**src/core/serial_mode_regs.vh**
```
// Opcodes, mode register layout and link lane codes for the mode register
`ifndef SERIAL_MODE_REGS_VH
`define SERIAL_MODE_REGS_VH

// Instruction opcodes, eight bits each
`define READ_MODE_REG_CMD 8'h05
`define WRITE_MODE_REG_CMD 8'h01

// Mode register reset value: burst mode, pause enabled
`define MODE_CFG_RESET 8'h40

// Field positions
`define MODE_PAUSE_DIS_BIT 0
`define MODE_OP_HI_BIT 7
`define MODE_OP_LO_BIT 6

// Operating mode field encodings
`define OP_MODE_WORD 2'h0
`define OP_MODE_BURST 2'h1
`define OP_MODE_PAGE 2'h2
`define OP_MODE_RSVD 2'h3

// Link width codes on the lane_mode pins
`define LANE_SINGLE 2'h0
`define LANE_DUAL 2'h1
`define LANE_QUAD 2'h2

// Bits in one byte on the link
`define BYTE_BITS 4'h8

`endif

```
**src/core/in_sync2.v**
```verilog
// Two-stage synchroniser for a group of pin inputs
`timescale 1ns/10ps

module in_sync2 #(
	parameter WIDTH = 1
) (
	// Clock and reset
	input wire clk,
	input wire rst_n,
	// Asynchronous input and its synchronised copy
	input wire [WIDTH-1:0] d,
	output wire [WIDTH-1:0] q
);

	genvar i;
	generate
		for (i = 0; i < WIDTH; i = i + 1) begin : g_bit
			reg meta_reg;
			reg sync_reg;
			// Resets high so an idle link looks deselected
			always @(posedge clk or negedge rst_n) begin
				if (!rst_n) begin
					meta_reg <= 1'b1;
					sync_reg <= 1'b1;
				end else begin
					meta_reg <= d[i];
					sync_reg <= meta_reg;
				end
			end
			assign q[i] = sync_reg;
		end
	endgenerate

endmodule // in_sync2

```
**src/core/sram_mode_reg_top.v**
```verilog
// Serial link access logic for the operating mode register
`timescale 1ns/10ps
`include "serial_mode_regs.vh"

module sram_mode_reg_top (
	// System clock and reset
	input wire ref_clk,
	input wire nrst,
	// Serial link pins
	input wire select_n,
	input wire serial_clk,
	input wire pause_n,
	input wire [1:0] lane_mode,
	input wire [3:0] data_lines_in,
	output wire [3:0] data_lines_out,
	output wire [3:0] data_lines_oe,
	// Mode register state
	output wire [7:0] mode_cfg,
	output wire pause_disabled,
	output wire [1:0] op_mode
);

	// Frame states
	localparam ST_CMD = 2'h0;
	localparam ST_READ = 2'h1;
	localparam ST_WRITE = 2'h2;
	localparam ST_IGNORE = 2'h3;

	// Reset synchroniser, pin copies and edge flags
	reg rst_meta_reg;
	reg rst_sync_reg;
	wire rst_n;
	wire [8:0] pins_s;
	wire sel_n_s;
	wire sclk_s;
	wire pause_n_s;
	wire [1:0] lane_s;
	wire [3:0] din_s;
	reg sclk_prev_reg;
	wire sclk_rise;
	wire sclk_fall;
	wire paused;
	reg [1:0] state_reg;
	reg [3:0] in_cnt_reg;
	reg [7:0] in_sh_reg;
	reg [3:0] out_cnt_reg;
	reg [7:0] out_sh_reg;
	reg [7:0] operating_mode_config_reg;
	reg [3:0] dout_reg;
	reg [3:0] doe_reg;
	reg [7:0] in_next;
	reg [3:0] step;
	reg [3:0] lane_out;
	reg [3:0] lane_oe;
	reg [7:0] out_shifted;
	wire [3:0] in_cnt_next;
	wire [3:0] out_cnt_next;

	// Reset release through two flip-flops
	always @(posedge ref_clk or negedge nrst) begin
		if (!nrst) begin
			rst_meta_reg <= 1'b0;
			rst_sync_reg <= 1'b0;
		end else begin
			rst_meta_reg <= 1'b1;
			rst_sync_reg <= rst_meta_reg;
		end
	end
	assign rst_n = rst_sync_reg;

	// All link pins pass two flip-flops before use
	in_sync2 #(
		.WIDTH(9)
	) u_pin_sync (
		.clk(ref_clk),
		.rst_n(rst_n),
		.d({lane_mode, pause_n, select_n, serial_clk, data_lines_in}),
		.q(pins_s)
	);
	assign din_s = pins_s[3:0];
	assign sclk_s = pins_s[4];
	assign sel_n_s = pins_s[5];
	assign pause_n_s = pins_s[6];
	assign lane_s = pins_s[8:7];

	// Serial clock edge detection on the synchronised copy
	always @(posedge ref_clk or negedge rst_n) begin
		if (!rst_n) begin
			sclk_prev_reg <= 1'b1;
		end else begin
			sclk_prev_reg <= sclk_s;
		end
	end
	assign sclk_rise = sclk_s & ~sclk_prev_reg;
	assign sclk_fall = ~sclk_s & sclk_prev_reg;

	// Pause freezes the transfer unless disabled or in quad mode
	assign paused = ~pause_n_s &
		~operating_mode_config_reg[`MODE_PAUSE_DIS_BIT] &
		(lane_s != `LANE_QUAD);

	// Input shift and output lane mapping per link width
	always @* begin
		case (lane_s)
			`LANE_DUAL: begin
				in_next = {in_sh_reg[5:0], din_s[1:0]};
				step = 4'h2;
				lane_out = {2'h0, out_sh_reg[7:6]};
				lane_oe = 4'h3;
				out_shifted = {out_sh_reg[5:0], 2'h0};
			end
			`LANE_QUAD: begin
				in_next = {in_sh_reg[3:0], din_s[3:0]};
				step = 4'h4;
				lane_out = out_sh_reg[7:4];
				lane_oe = 4'hf;
				out_shifted = {out_sh_reg[3:0], 4'h0};
			end
			default: begin
				in_next = {in_sh_reg[6:0], din_s[0]};
				step = 4'h1;
				lane_out = {2'h0, out_sh_reg[7], 1'b0};
				lane_oe = 4'h2;
				out_shifted = {out_sh_reg[6:0], 1'b0};
			end
		endcase
	end
	assign in_cnt_next = in_cnt_reg + step;
	assign out_cnt_next = out_cnt_reg + step;

	// Command decode, register write and read shifting
	always @(posedge ref_clk or negedge rst_n) begin
		if (!rst_n) begin
			state_reg <= ST_CMD;
			in_cnt_reg <= 4'h0;
			in_sh_reg <= 8'h00;
			out_cnt_reg <= 4'h0;
			out_sh_reg <= 8'h00;
			operating_mode_config_reg <= `MODE_CFG_RESET;
			dout_reg <= 4'h0;
			doe_reg <= 4'h0;
		end else if (sel_n_s) begin
			// Deselected: idle and release the lines
			state_reg <= ST_CMD;
			in_cnt_reg <= 4'h0;
			out_cnt_reg <= 4'h0;
			doe_reg <= 4'h0;
			dout_reg <= 4'h0;
		end else if (!paused) begin
			if (sclk_rise) begin
				case (state_reg)
					ST_CMD: begin
						in_sh_reg <= in_next;
						in_cnt_reg <= in_cnt_next;
						if (in_cnt_next == `BYTE_BITS) begin
							in_cnt_reg <= 4'h0;
							if (in_next == `READ_MODE_REG_CMD) begin
								state_reg <= ST_READ;
								out_sh_reg <= operating_mode_config_reg;
								out_cnt_reg <= 4'h0;
							end else if (in_next == `WRITE_MODE_REG_CMD) begin
								state_reg <= ST_WRITE;
							end else begin
								state_reg <= ST_IGNORE;
							end
						end
					end
					ST_WRITE: begin
						in_sh_reg <= in_next;
						in_cnt_reg <= in_cnt_next;
						if (in_cnt_next == `BYTE_BITS) begin
							// Bits 5:1 stored but unused
							operating_mode_config_reg <= in_next;
							state_reg <= ST_IGNORE;
						end
					end
					// Unknown opcode or finished write: rest of frame ignored
					default: begin
						state_reg <= state_reg;
					end
				endcase
			end else if (sclk_fall && state_reg == ST_READ) begin
				// First fall after the opcode drives the first bits
				dout_reg <= lane_out;
				doe_reg <= lane_oe;
				if (out_cnt_next == `BYTE_BITS) begin
					out_sh_reg <= operating_mode_config_reg;
					out_cnt_reg <= 4'h0;
				end else begin
					out_sh_reg <= out_shifted;
					out_cnt_reg <= out_cnt_next;
				end
			end
		end
	end

	// Outputs come straight from registers
	assign data_lines_out = dout_reg;
	assign data_lines_oe = doe_reg;
	assign mode_cfg = operating_mode_config_reg;
	assign pause_disabled = operating_mode_config_reg[`MODE_PAUSE_DIS_BIT];
	assign op_mode = operating_mode_config_reg[`MODE_OP_HI_BIT:`MODE_OP_LO_BIT];

endmodule // sram_mode_reg_top

```
**config.mk**
```make
export PLATFORM = sky130hd
export DESIGN_NAME = sram_mode_reg_top
export DESIGN_NICKNAME = d
export VERILOG_FILES = /design/src/core/in_sync2.v /design/src/core/sram_mode_reg_top.v
export VERILOG_INCLUDE_DIRS = /design/src /design/src/core
export SDC_FILE = /design/constraint.sdc
export NUM_CORES = 1
export LEC_CHECK = 0
export BUFFER_PORTS_ARGS = -buffer_cell sky130_fd_sc_hd__buf_2
export CAP_MARGIN = 40
export CORE_UTILIZATION = 60
export CTS_BUF_LIST = sky130_fd_sc_hd__clkbuf_8
export DETAILED_ROUTE_END_ITERATION = 10
export PLACE_DENSITY = 0.81
export SETUP_SLACK_MARGIN = 0.15
export SLEW_MARGIN = 40
export SYNTH_ARGS = -nofsm -noshare
export SYNTH_HDL_FRONTEND = slang
export SYNTH_SLANG_ARGS = --single-unit
```
**constraint.sdc**
```tcl
create_clock -name ref_clk -period 2.26 [get_ports ref_clk]
set_clock_uncertainty 0.15 [all_clocks]
set_input_delay 0 -clock ref_clk [delete_from_list [all_inputs] [get_ports ref_clk]]
set_output_delay 0 -clock ref_clk [all_outputs]
set_load 0.03 [all_outputs]
```
==> results.md, run 1 <==
* Outcome: finished, violations left
* Failing checks: setup timing
* Core Region at 0.004723 sq mm
* Top cells by area, synth: dfrtp_1 35%, dfstp_2 18%, mux2_2 11%
* Drt first pass iters at 4
* Fin. Hold Viols at 0
* N_diodes at 0
* Clock Latency Late Sink at 340 ps
* Setup Total Neg Slack at -16320 ps
* Final slew viol count at 0
* Post-Route WL at 8862 um
* I/O pin cnt at 30
* CTS max path bufs at 2
* Post-synth EDFFs at 0
* Die area at 0.005206 sq mm
* Synthesized area at 0.002953 sq mm
* Final non-filler cell area at 0.004263 sq mm
* Pin count of the biggest net entering global routing at 42
* Vias in the first global route at 2617
* Mean Syn Cell Area at 11.86 sq um
* Lkg Pwr at 1.923 nW
* Vias at 2581
* WS Path Type: register to register
* Ys async rst share at 100.0%
* Register area share after synthesis at 52.54%
* Synth Register Bits at 61
* Synth Flop Type: dfrtp_1
* GR Util All Layers at 33.94%
* H-tree Lvls at 3
* Commonest non-fill, non-tap cell in the layout: dfrtp_1
* Syn Nets at 270
* CTS root buf: clkbuf_8
* DRT antenna net count at 0
* CP Capture Type: register
* PwrDens at 637.2 mW/mm^2
* Max Cap Viol at 0
* Synthesis Warnings at 0
* Initial Utilization at 62.52%
* # setup viols final at 39
* Reg area at 0.001553 sq mm
* Antenna violations before repair at 0
* Nets at 358
* # DRC at 0
* CP Data Arrival Time at 3090 ps
* Final hold slack at 69.33 ps
* Gate Count Post-Synth at 249
* Final period util at 133.0%
* Worst Setup Start Kind: register
* Tightest Pin Transition at 524.9 ps
* Worst IR drop on VDD at 0.0008488 V
* DP Wirelength at 4458 um
* Final core utilization at 90.25%
* TritonCTS clock tree: built
* Die Ht at 72.15 um
* Gpl congestion at 0.7954
* Worst slew margin at 64.68%
* PortBufs at 29
* Cell variety after synth at 52
* Post-DP Area at 0.003522 sq mm
* Clock Sinks at 61
* Largest area contributor in the netlist: dfrtp_1
* First-pass GRT wire length at 13010 um
* Commonest non-fill, non-tap cells in the layout: 40 x dfrtp_1, 30 x buf_4, 29 x buf_2
* Crit-path max FO at 14
* CP Data Required Time at 2340 ps
* Via density at 6.311
* RSZ-0062 raised after global routing: yes
* Final WS setup at -744.8 ps
* Grt ovf at 0
* Reg clk slew, reported paths at 70 ps
* FMAX at 332.8 MHz
* Area grow syn2layout at 44.36%
* Yosys top cell area share at 34.75%
* Die span in x at 72.15 um
* Drt wl/cell at 21.67 um
* Layout cells sized above 1 at 57.31%
* Worst Hold Class: register to async pin
* Row cnt at 25
* Fin crit period at 3005 ps
* Multi-input logic area at 0.001645 sq mm
* FILL cells at 179
* TritonCTS Buffers at 9
* DR iter-0 viols at 229
final timing paths:
path	from	endpoint	slack [ps]	depth (start not counted)
min in group ref_clk	data_lines_in[0]	u_pin_sync.g_bit[0].meta_reg	140	2
max	u_pin_sync.g_bit[8].sync_reg	out_sh_reg[5]	-740	10
max reg2reg	u_pin_sync.g_bit[8].sync_reg	out_sh_reg[5]	-740	10
max in group asynchronous	rst_n	u_pin_sync.g_bit[3].sync_reg	1290	1
min	rst_n	in_cnt_reg[1]	70	0
min reg2reg	rst_n	in_cnt_reg[1]	70	0
cell usage after synthesis, types with 2 or more instances:
cell type,count
inv_1,10
o211ai_1,2
nor4_2,2
nor2b_1,4
buf_6,2
a21oi_1,3
o21ai_0,16
a32o_1,5
a22oi_1,8
and3_1,2
dfstp_2,20
a21bo_2,2
nor3_2,2
nand2_1,21
clkbuf_1,4
mux2i_1,4
xor2_1,2
nor2_1,12
ha_1,10
dfrtp_1,41
buf_4,4
xnor2_1,2
a41oi_1,2
nand3_1,4
nand3b_1,3
nor3_1,5
nor4_1,2
a22o_1,3
a31oi_2,2
mux2_2,28
kinds of logic (layout without fill, tap and decap cells):
| family | Yosys count | after routing | share of synthesized area [%] |
|---|---|---|---|
| AO/OA/AOI/OAI | 53 | 53 | 13.22 |
| multiplexers | 32 | 32 | 12.03 |
| buffers and inverters | 22 | 115 | 4.195 |
| other | 1 | 1 | 0.1270 |
| AND/OR/NAND/NOR | 66 | 66 | 12.46 |
| XOR/XNOR | 4 | 4 | 1.187 |
| flip-flops | 61 | 61 | 52.54 |
| adder cells (fa/ha/maj) | 10 | 10 | 4.237 |
per-stage QoR:
stage / instances / worst slack [ps] / power (mW)
final: 409 / -744.8 / 2.716
after global routing: 409 / -770.0 / 2.799
after CTS: 404 / -569.9 / 2.631
after detailed placement: 368 / -634.4 / 1.587
after global placement: 368 / -587.6 / 1.573
after floorplan: 249 / -477.6 / 1.434
layout make-up:
| cell class | instances | share of cell area (%) |
|---|---|---|
| timing repair buffer | 89 | 17.32 |
| inverter | 10 | 0.9392 |
| clock buffer | 11 | 3.552 |
| clock inverter | 5 | 1.203 |
| tap | 67 | 1.967 |
| sequential | 61 | 36.43 |
| multi-input combinational | 166 | 38.60 |
critical path: stages (launching register included):
cell	delay, ps
dfstp_2	560
inv_4	60
ha_4	330
buf_12	150
a221oi_1	60
a21oi_1	250
nor4b_2	370
a31oi_2	220
nor3_4	250
buf_12	160
mux2_2	330
what timing repair did:
item                       4_1_cts  5_1_grt
setup endpoints to repair       40       40
buffers inserted                 9        5
hold buffers                    11        0
pin swaps                       18       15
resized for setup               40       24
hold endpoints to repair        11        0
report_power, final:
group / switching [mW] / leakage [nW] / internal [mW]
Combinational: 0.252 / 1.04 / 0.235
Sequential: 0.0618 / 0.770 / 1.16
Clock: 0.444 / 0.112 / 0.562
per-layer routing:
metal / part of all wire [%] / up-vias / GRT usage [%]
met5: 0 / - / 0
met4: 6.1 / 0 / 19.17
met3: 6.0 / 56 / 8.194
met2: 50 / 153 / 57.84
met1: 38 / 1294 / 39.22
li1: - / 1078 / -
No activity file was read; power rests on OpenSTA's default activity.
==> run 2: changes to the inputs <==
--- a/config.mk
+++ b/config.mk
@@ -7,7 +7,6 @@
 export NUM_CORES = 1
 export LEC_CHECK = 0
 export BUFFER_PORTS_ARGS = -buffer_cell sky130_fd_sc_hd__buf_2
-export CAP_MARGIN = 40
 export CORE_UTILIZATION = 60
 export CTS_BUF_LIST = sky130_fd_sc_hd__clkbuf_8
 export DETAILED_ROUTE_END_ITERATION = 10
@@ -16,4 +15,5 @@
 export SLEW_MARGIN = 40
 export SYNTH_ARGS = -nofsm -noshare
 export SYNTH_HDL_FRONTEND = slang
+export SYNTH_HIERARCHICAL = 1
 export SYNTH_SLANG_ARGS = --single-unit
==> run 2 against run 1 <==
Cell count shrank 0.98%; utilization shrank 2.8 points; cell area shrank 3.1%; sequential cell count is the same; critical path type unchanged; die area grew 0.37%; the flow still finishes with violations (setup timing); critical path depth grew 1; count of clock-buffer cells in the layout grew 1; hold slack gained 50 ps.
==> results.md, run 2 <==
* Sw Ratio at 25.66% (-2.2 points)
* Yosys top cell area share at 34.61% (-0.13 points)
* Drt first pass iters at 6 (+2)
* R2r startpoint: u_pin_sync/g_bit[7].sync_reg
* Die span in x at 72.29 um (+0.19%)
* Die Ht at 72.29 um (+0.19%)
* Area grow syn2layout at 39.34%
* Met2 WL at 4118 um (-6.6%)
* Gate Count Post-Synth at 254 (+2.0%)
* Combinational share of power at 16.9% (-1.0 points)
* Mean Syn Cell Area at 11.67 sq um (-1.6%)
* Psw at 0.6880 mW (-9.2%)
* Vias in the first global route at 2473 (-5.5%)
* Reg clk slew, reported paths at 70 ps (about the same)
* Worst slew margin at 61.21% (-3.5 points)
* Final WS setup at -822.6 ps (-77.80 ps)
* Register area share after synthesis at 52.34% (-0.20 points)
* GR Util All Layers at 30.26% (-3.7 points)
* Setup Total Neg Slack at -16480 ps (-153.0 ps)
* Worst IR drop on VDD at 0.0007986 V (-5.9%)
* Post-synth EDFFs at 0 (unchanged)
* Grt ovf at 0 (unchanged)
* Nets at 354 (-1.1%)
* CP Data Arrival Time at 3160 ps (+70 ps)
* Core Region at 0.004723 sq mm (unchanged)
* Final slew viol count at 0 (unchanged)
* I/O pin cnt at 30 (unchanged)
* Synthesized area at 0.002964 sq mm (+0.38%)
* Slowest cell on crit path: dfstp_2
* Leading cell type by number of instances after synthesis: dfrtp_1
* Initial Utilization at 62.75% (+0.24 points)
* Via density at 5.899 (-6.5%)
* DP Wirelength at 4301 um (-3.5%)
* FMAX at 324.4 MHz (-2.5%)
* Synth Register Bits at 61 (unchanged)
* Final hold slack at 119.7 ps (+50.36 ps)
* DR WL met3 at 475 um (-11%)
* Fin. Hold Viols at 0 (unchanged)
* Lkg Pwr at 1.889 nW (-1.8%)
* Sequential power share at 45.4% (+0.4 points)
* Synthesis Warnings at 6 (+6)
* Fin crit period at 3083 ps (+77.80 ps)
* Met1 WL at 3064 um (-9.3%)
* Vias at 2389 (-7.4%)
* PortBufs at 29 (unchanged)
* Most common cell on crit path: ha_4
* # DRC at 0 (unchanged)
* Slowest stage delay, CP at 580 ps (+20 ps)
* Syn Nets at 275 (+1.9%)
* CP Capture Type: register
* Worst Setup Start Kind: register
* DR iter-0 viols at 173 (-24%)
* CTS max path bufs at 2 (unchanged)
* CP Data Required Time at 2340 ps (about the same)
* WS Path Type: register to register
* Layout cells sized above 1 at 55.33% (-2.0 points)
* DRT antenna net count at 0 (unchanged)
* RSZ-0062 raised after global routing: yes
* Max Cap Viol at 0 (unchanged)
* Int Pwr at 1.993 mW (+1.8%)
* Outcome: finished, violations left
* Top Layer Used: met4
* Clock Latency Late Sink at 340 ps (about the same)
* H-tree Lvls at 3 (unchanged)
* Row cnt at 25 (unchanged)
* FILL cells at 207 (+16%)
* Post-DP Area at 0.003471 sq mm (-1.5%)
* Synth Flop Type: dfrtp_1
* Final core utilization at 87.44% (-2.8 points)
* Tightest Pin Transition at 581.8 ps (+56.93 ps)
* # setup viols final at 37 (-5.1%)
* Clock group share of total power at 37.7% (+0.7 points)
* Gpl congestion at 0.8764 (+10%)
* Ys async rst share at 100.0% (unchanged)
* First-pass GRT wire length at 11700 um (-10%)
* Commonest non-fill, non-tap cell in the layout: dfrtp_1
* PwrDens at 649.1 mW/mm^2 (+1.9%)
* Top cells by area, synth: dfrtp_1 35%, dfstp_2 18%, mux2_2 8.0%
* # placed instances at 367 (-0.27%)
* Cell variety after synth at 48 (-7.7%)
* Drt wl/cell at 19.52 um (-9.9%)
* Final period util at 136.4% (+3.4 points)
* N_diodes at 0 (unchanged)
* Failing checks: setup timing
* PnR Total Power at 2.681 mW (-1.3%)
* Clock Sinks at 61 (unchanged)
* TritonCTS Buffers at 9 (unchanged)
* Commonest non-fill, non-tap cells in the layout: 40 x dfrtp_1, 36 x buf_4, 29 x buf_2
* CTS root buf: clkbuf_8
* TritonCTS clock tree: built
* Largest area contributor in the netlist: dfrtp_1
* Pin count of the biggest net entering global routing at 33 (-21%)
* Final non-filler cell area at 0.004130 sq mm (-3.1%)
* Critical Path, Cell by Cell: inv_4 > ha_4 > ha_4 > ha_4 > a21oi_2 > xnor2_1 > or3_4 > a211o_4 > a22oi_4 > buf_12 > mux2_2
* Worst Hold Class: register to async pin
* Post-Route WL at 7905 um (-11%)
* Most instantiated cells after synthesis: 41 x dfrtp_1, 21 x mux2_2, 20 x dfstp_2
* Antenna violations before repair at 0 (unchanged)
* Die area at 0.005225 sq mm (+0.37%)
* Fin cells at 405 (-0.98%)
* Crit-path max FO at 8 (-6)
* Setup WS pre-CTS at -787.2 ps (-152.8 ps)
* Worst Setup SP: u_pin_sync/g_bit[7].sync_reg
run 2: layer usage:
metal	GRT usage, %	vias to the layer above
li1	-	1046
met1	33.89	1179
met2	52.86	130
met3	6.250	34
met4	18.52	0
met5	0	-
run 2: logic make-up after synthesis:
group	count (synthesis)	share of synthesized area (%)
flops	61	52.34
other cells	1	0.1265
fa+ha+maj	10	4.221
buf+inv	29	5.952
simple gates	61	10.00
mux	31	12.37
compound gates	56	13.51
xor+xnor	5	1.478
run 2: worst max-delay path, delay by kind of cell (launching register included):
family | cells | cell delay [ps]
fa+ha+maj | 3 | 570
simple gates | 1 | 350
buf+inv | 2 | 220
compound gates | 3 | 660
mux | 1 | 340
xor+xnor | 1 | 110
flops | 1 | 580
run 2: final timing paths:
| check | slack (ps) | end | cells past startpoint |
|---|---|---|---|
| setup / recovery | -820 | out_sh_reg[4] | 11 |
| hold / removal | 120 | in_cnt_reg[2] | 0 |
| setup reg to reg | -820 | out_sh_reg[4] | 11 |
| hold reg to reg | 120 | in_cnt_reg[2] | 0 |
| max in group asynchronous | 1200 | u_pin_sync/g_bit[3].sync_reg | 1 |
| min in group ref_clk | 160 | u_pin_sync/g_bit[1].meta_reg | 2 |
run 2: layout make-up:
class	instances	area (sq um)	area share (%)
multi-input cells	164	1520	36.81
clock buffers	12	165.2	3.999
clock inverters	4	46.29	1.121
repair buffers	92	740.7	17.93
well taps	67	83.83	2.030
inverters	5	21.27	0.5150
flip-flops and latches	61	1553	37.59
run 2: repair_timing:
item,CTS,global route
endpoints found under the setup margin,34,40
gates cloned,0,0
gates resized for setup,37,21
pin swaps,13,10
hold endpoints to repair,11,0
hold buffers,11,0
buffers inserted,8,3
run 2: power groups by stage:
stage                     sequential, mW  combinational (mW)  clock [mW]
after floorplan                     1.22               0.200           0
after global placement              1.23               0.334           0
after detailed placement            1.23               0.342           0
after CTS                           1.21               0.406        1.02
after global routing                1.23               0.476        1.07
final                               1.22               0.453        1.01
==> run 3: changes to the inputs <==
--- a/config.mk
+++ b/config.mk
@@ -7,10 +7,10 @@
 export NUM_CORES = 1
 export LEC_CHECK = 0
 export BUFFER_PORTS_ARGS = -buffer_cell sky130_fd_sc_hd__buf_2
-export CORE_UTILIZATION = 60
+export CAP_MARGIN = 25
+export CORE_UTILIZATION = 42
 export CTS_BUF_LIST = sky130_fd_sc_hd__clkbuf_8
 export DETAILED_ROUTE_END_ITERATION = 10
-export PLACE_DENSITY = 0.81
 export SETUP_SLACK_MARGIN = 0.15
 export SLEW_MARGIN = 40
 export SYNTH_ARGS = -nofsm -noshare
==> run 3 against run 2 <==
The flow still finishes with violations (setup timing); power rose by 2.1%; sequential cell count unchanged; clock power up 8%; hold slack improved by 27 ps; non-clock buffer count increased by 2; fmax up 3.3%; worst setup slack better by 98 ps; via count is 8.4% lower; sequential power hardly changed; count of clock-buffer cells in the layout decreased by 1.
==> results.md, run 3 (synthesized netlist as in run 2, its figures left out) <==
* Commonest non-fill, non-tap cells in the layout: 42 x buf_4, 40 x dfrtp_1, 29 x buf_2
* PwrDens at 653.3 mW/mm^2 (+0.65%)
* Commonest non-fill, non-tap cell in the layout: buf_4
* Area grow syn2layout at 41.33%
* Gpl congestion at 0.7871 (-10%)
* FMAX at 335.0 MHz (+3.3%)
* Layout cells sized above 1 at 53.82% (-1.5 points)
* Final slew viol count at 0 (unchanged)
* # setup viols final at 30 (-19%)
* Antenna violations before repair at 0 (unchanged)
* # DRC at 0 (unchanged)
* Outcome: finished, violations left
* N_diodes at 0 (unchanged)
* Initial Utilization at 43.63% (-19 points)
* CTS root buf: clkbuf_8
* Die area at 0.007398 sq mm (+42%)
* Post-Route WL at 6260 um (-21%)
* # placed instances at 399 (+8.7%)
* Crit-path max FO at 8 (unchanged)
* Row cnt at 30 (+20%)
* Fin cells at 436 (+7.7%)
* Final period util at 132.1% (-4.3 points)
* Die Ht at 86.01 um (+19%)
* CP Data Arrival Time at 3070 ps (-90 ps)
* Core Region at 0.006794 sq mm (+44%)
* CP Capture Type: register
* Fin crit period at 2985 ps (-97.72 ps)
* First-pass GRT wire length at 10360 um (-11%)
* Setup WS pre-CTS at -748.5 ps (+38.73 ps)
* Clock Latency Late Sink at 350 ps (about the same)
* Setup Total Neg Slack at -14710 ps (+1761 ps)
* Fin. Hold Viols at 0 (unchanged)
* Worst Setup Start Kind: register
* TritonCTS Buffers at 9 (unchanged)
* I/O pin cnt at 30 (unchanged)
* DR iter-0 viols at 41 (-76%)
* GR Util All Layers at 18.26% (-12 points)
* Drt first pass iters at 4 (-2)
* Worst IR drop on VDD at 0.0006718 V (-16%)
* DRT antenna net count at 0 (unchanged)
* Post-DP Area at 0.003530 sq mm (+1.7%)
* Drt wl/cell at 14.36 um (-26%)
* Final non-filler cell area at 0.004189 sq mm (+1.4%)
* CP Data Required Time at 2350 ps (about the same)
* Grt ovf at 0 (unchanged)
* Vias at 2189 (-8.4%)
* TritonCTS clock tree: built
* Failing checks: setup timing
* Die span in x at 86.01 um (+19%)
* Clock Sinks at 61 (unchanged)
* Via density at 5.021 (-15%)
* Lkg Pwr at 1.925 nW (+1.9%)
* Vias in the first global route at 2150 (-13%)
* Reg clk slew, reported paths at 70 ps (about the same)
* Final core utilization at 61.66% (-26 points)
* H-tree Lvls at 3 (unchanged)
* Max Cap Viol at 0 (unchanged)
* Final WS setup at -724.9 ps (+97.72 ps)
* Pin count of the biggest net entering global routing at 32 (-3.0%)
* Nets at 356 (+0.56%)
* Worst Hold Class: register to async pin
* DP Wirelength at 4231 um (-1.6%)
* WS Path Type: register to register
* RSZ-0062 raised after global routing: yes
* PortBufs at 29 (unchanged)
* CTS max path bufs at 2 (unchanged)
run 3: changes by cell type in the layout (fill, tap and decap cells not counted), moves of 2 or more:
cell,change
nand2_1,+3
buf_6,-5
ha_1,-2
a21oi_4,+2
nor2_2,-2
nand2_4,-2
xnor2_2,+3
xnor2_1,-3
nor2_1,+3
a21oi_1,+2
a21oi_2,-4
buf_4,+6
run 3: critical path: stages, from the launching register on:
cell and delay, ps:
dfstp_2 570, inv_4 50, ha_4 250, ha_4 170
ha_4 160, a21oi_4 130, xnor2_2 80, or3_4 340
a211o_4 300, a22oi_4 190, buf_12 150, mux2_2 330
run 3: path summary, 6_finish.rpt:
check                      cells after the start                         start  slack (ps)                            to
setup / recovery                              11  u_pin_sync/g_bit[7].sync_reg        -720                 out_sh_reg[0]
hold / removal                                 0                         rst_n         150  u_pin_sync/g_bit[3].meta_reg
setup reg to reg                              11  u_pin_sync/g_bit[7].sync_reg        -720                 out_sh_reg[0]
hold reg to reg                                0                         rst_n         150  u_pin_sync/g_bit[3].meta_reg
max in group asynchronous                      1                         rst_n        1300                  in_sh_reg[1]
min in group ref_clk                           2                  lane_mode[1]         150  u_pin_sync/g_bit[8].meta_reg
run 3: final cells by class:
cell class | count | area, sq um
clock buffer | 11 | 151.4
clock inverter | 5 | 73.82
fill | 537 | 2605
inverter | 5 | 21.27
multi-input combinational | 164 | 1530
sequential | 61 | 1553
tap | 96 | 120.1
timing repair buffer | 94 | 739.5
run 3: per-layer routing:
| layer | track usage [%] | wire, um |
|---|---|---|
| met5 | 0 | 0 |
| met4 | 4.697 | 73 |
| met3 | 5.871 | 224 |
| met2 | 28.50 | 2945 |
| met1 | 24.58 | 3017 |
run 3: what timing repair did:
item / 4_1_cts / 5_1_grt
setup buffers: 6 / 3
hold buffers: 12 / 0
setup endpoints to repair: 40 / 34
gates resized for setup: 22 / 25
hold endpoints to repair: 12 / 0
pin swaps: 6 / 8
run 3: power by group:
group          internal [mW]  total (mW)  switching [mW]  leakage (nW)
sequential              1.16        1.21          0.0458         0.771
clock                  0.673        1.09           0.417         0.121
combinational          0.241       0.439           0.198          1.03
run 3: metrics by stage:
stage / hold slack [ps] / power [mW]
floorplan: -445.6 / 1.422
global placement: -364.9 / 1.570
detailed placement: -361.4 / 1.576
CTS: 129.7 / 2.736
global route: 122.8 / 2.845
finish: 146.4 / 2.737
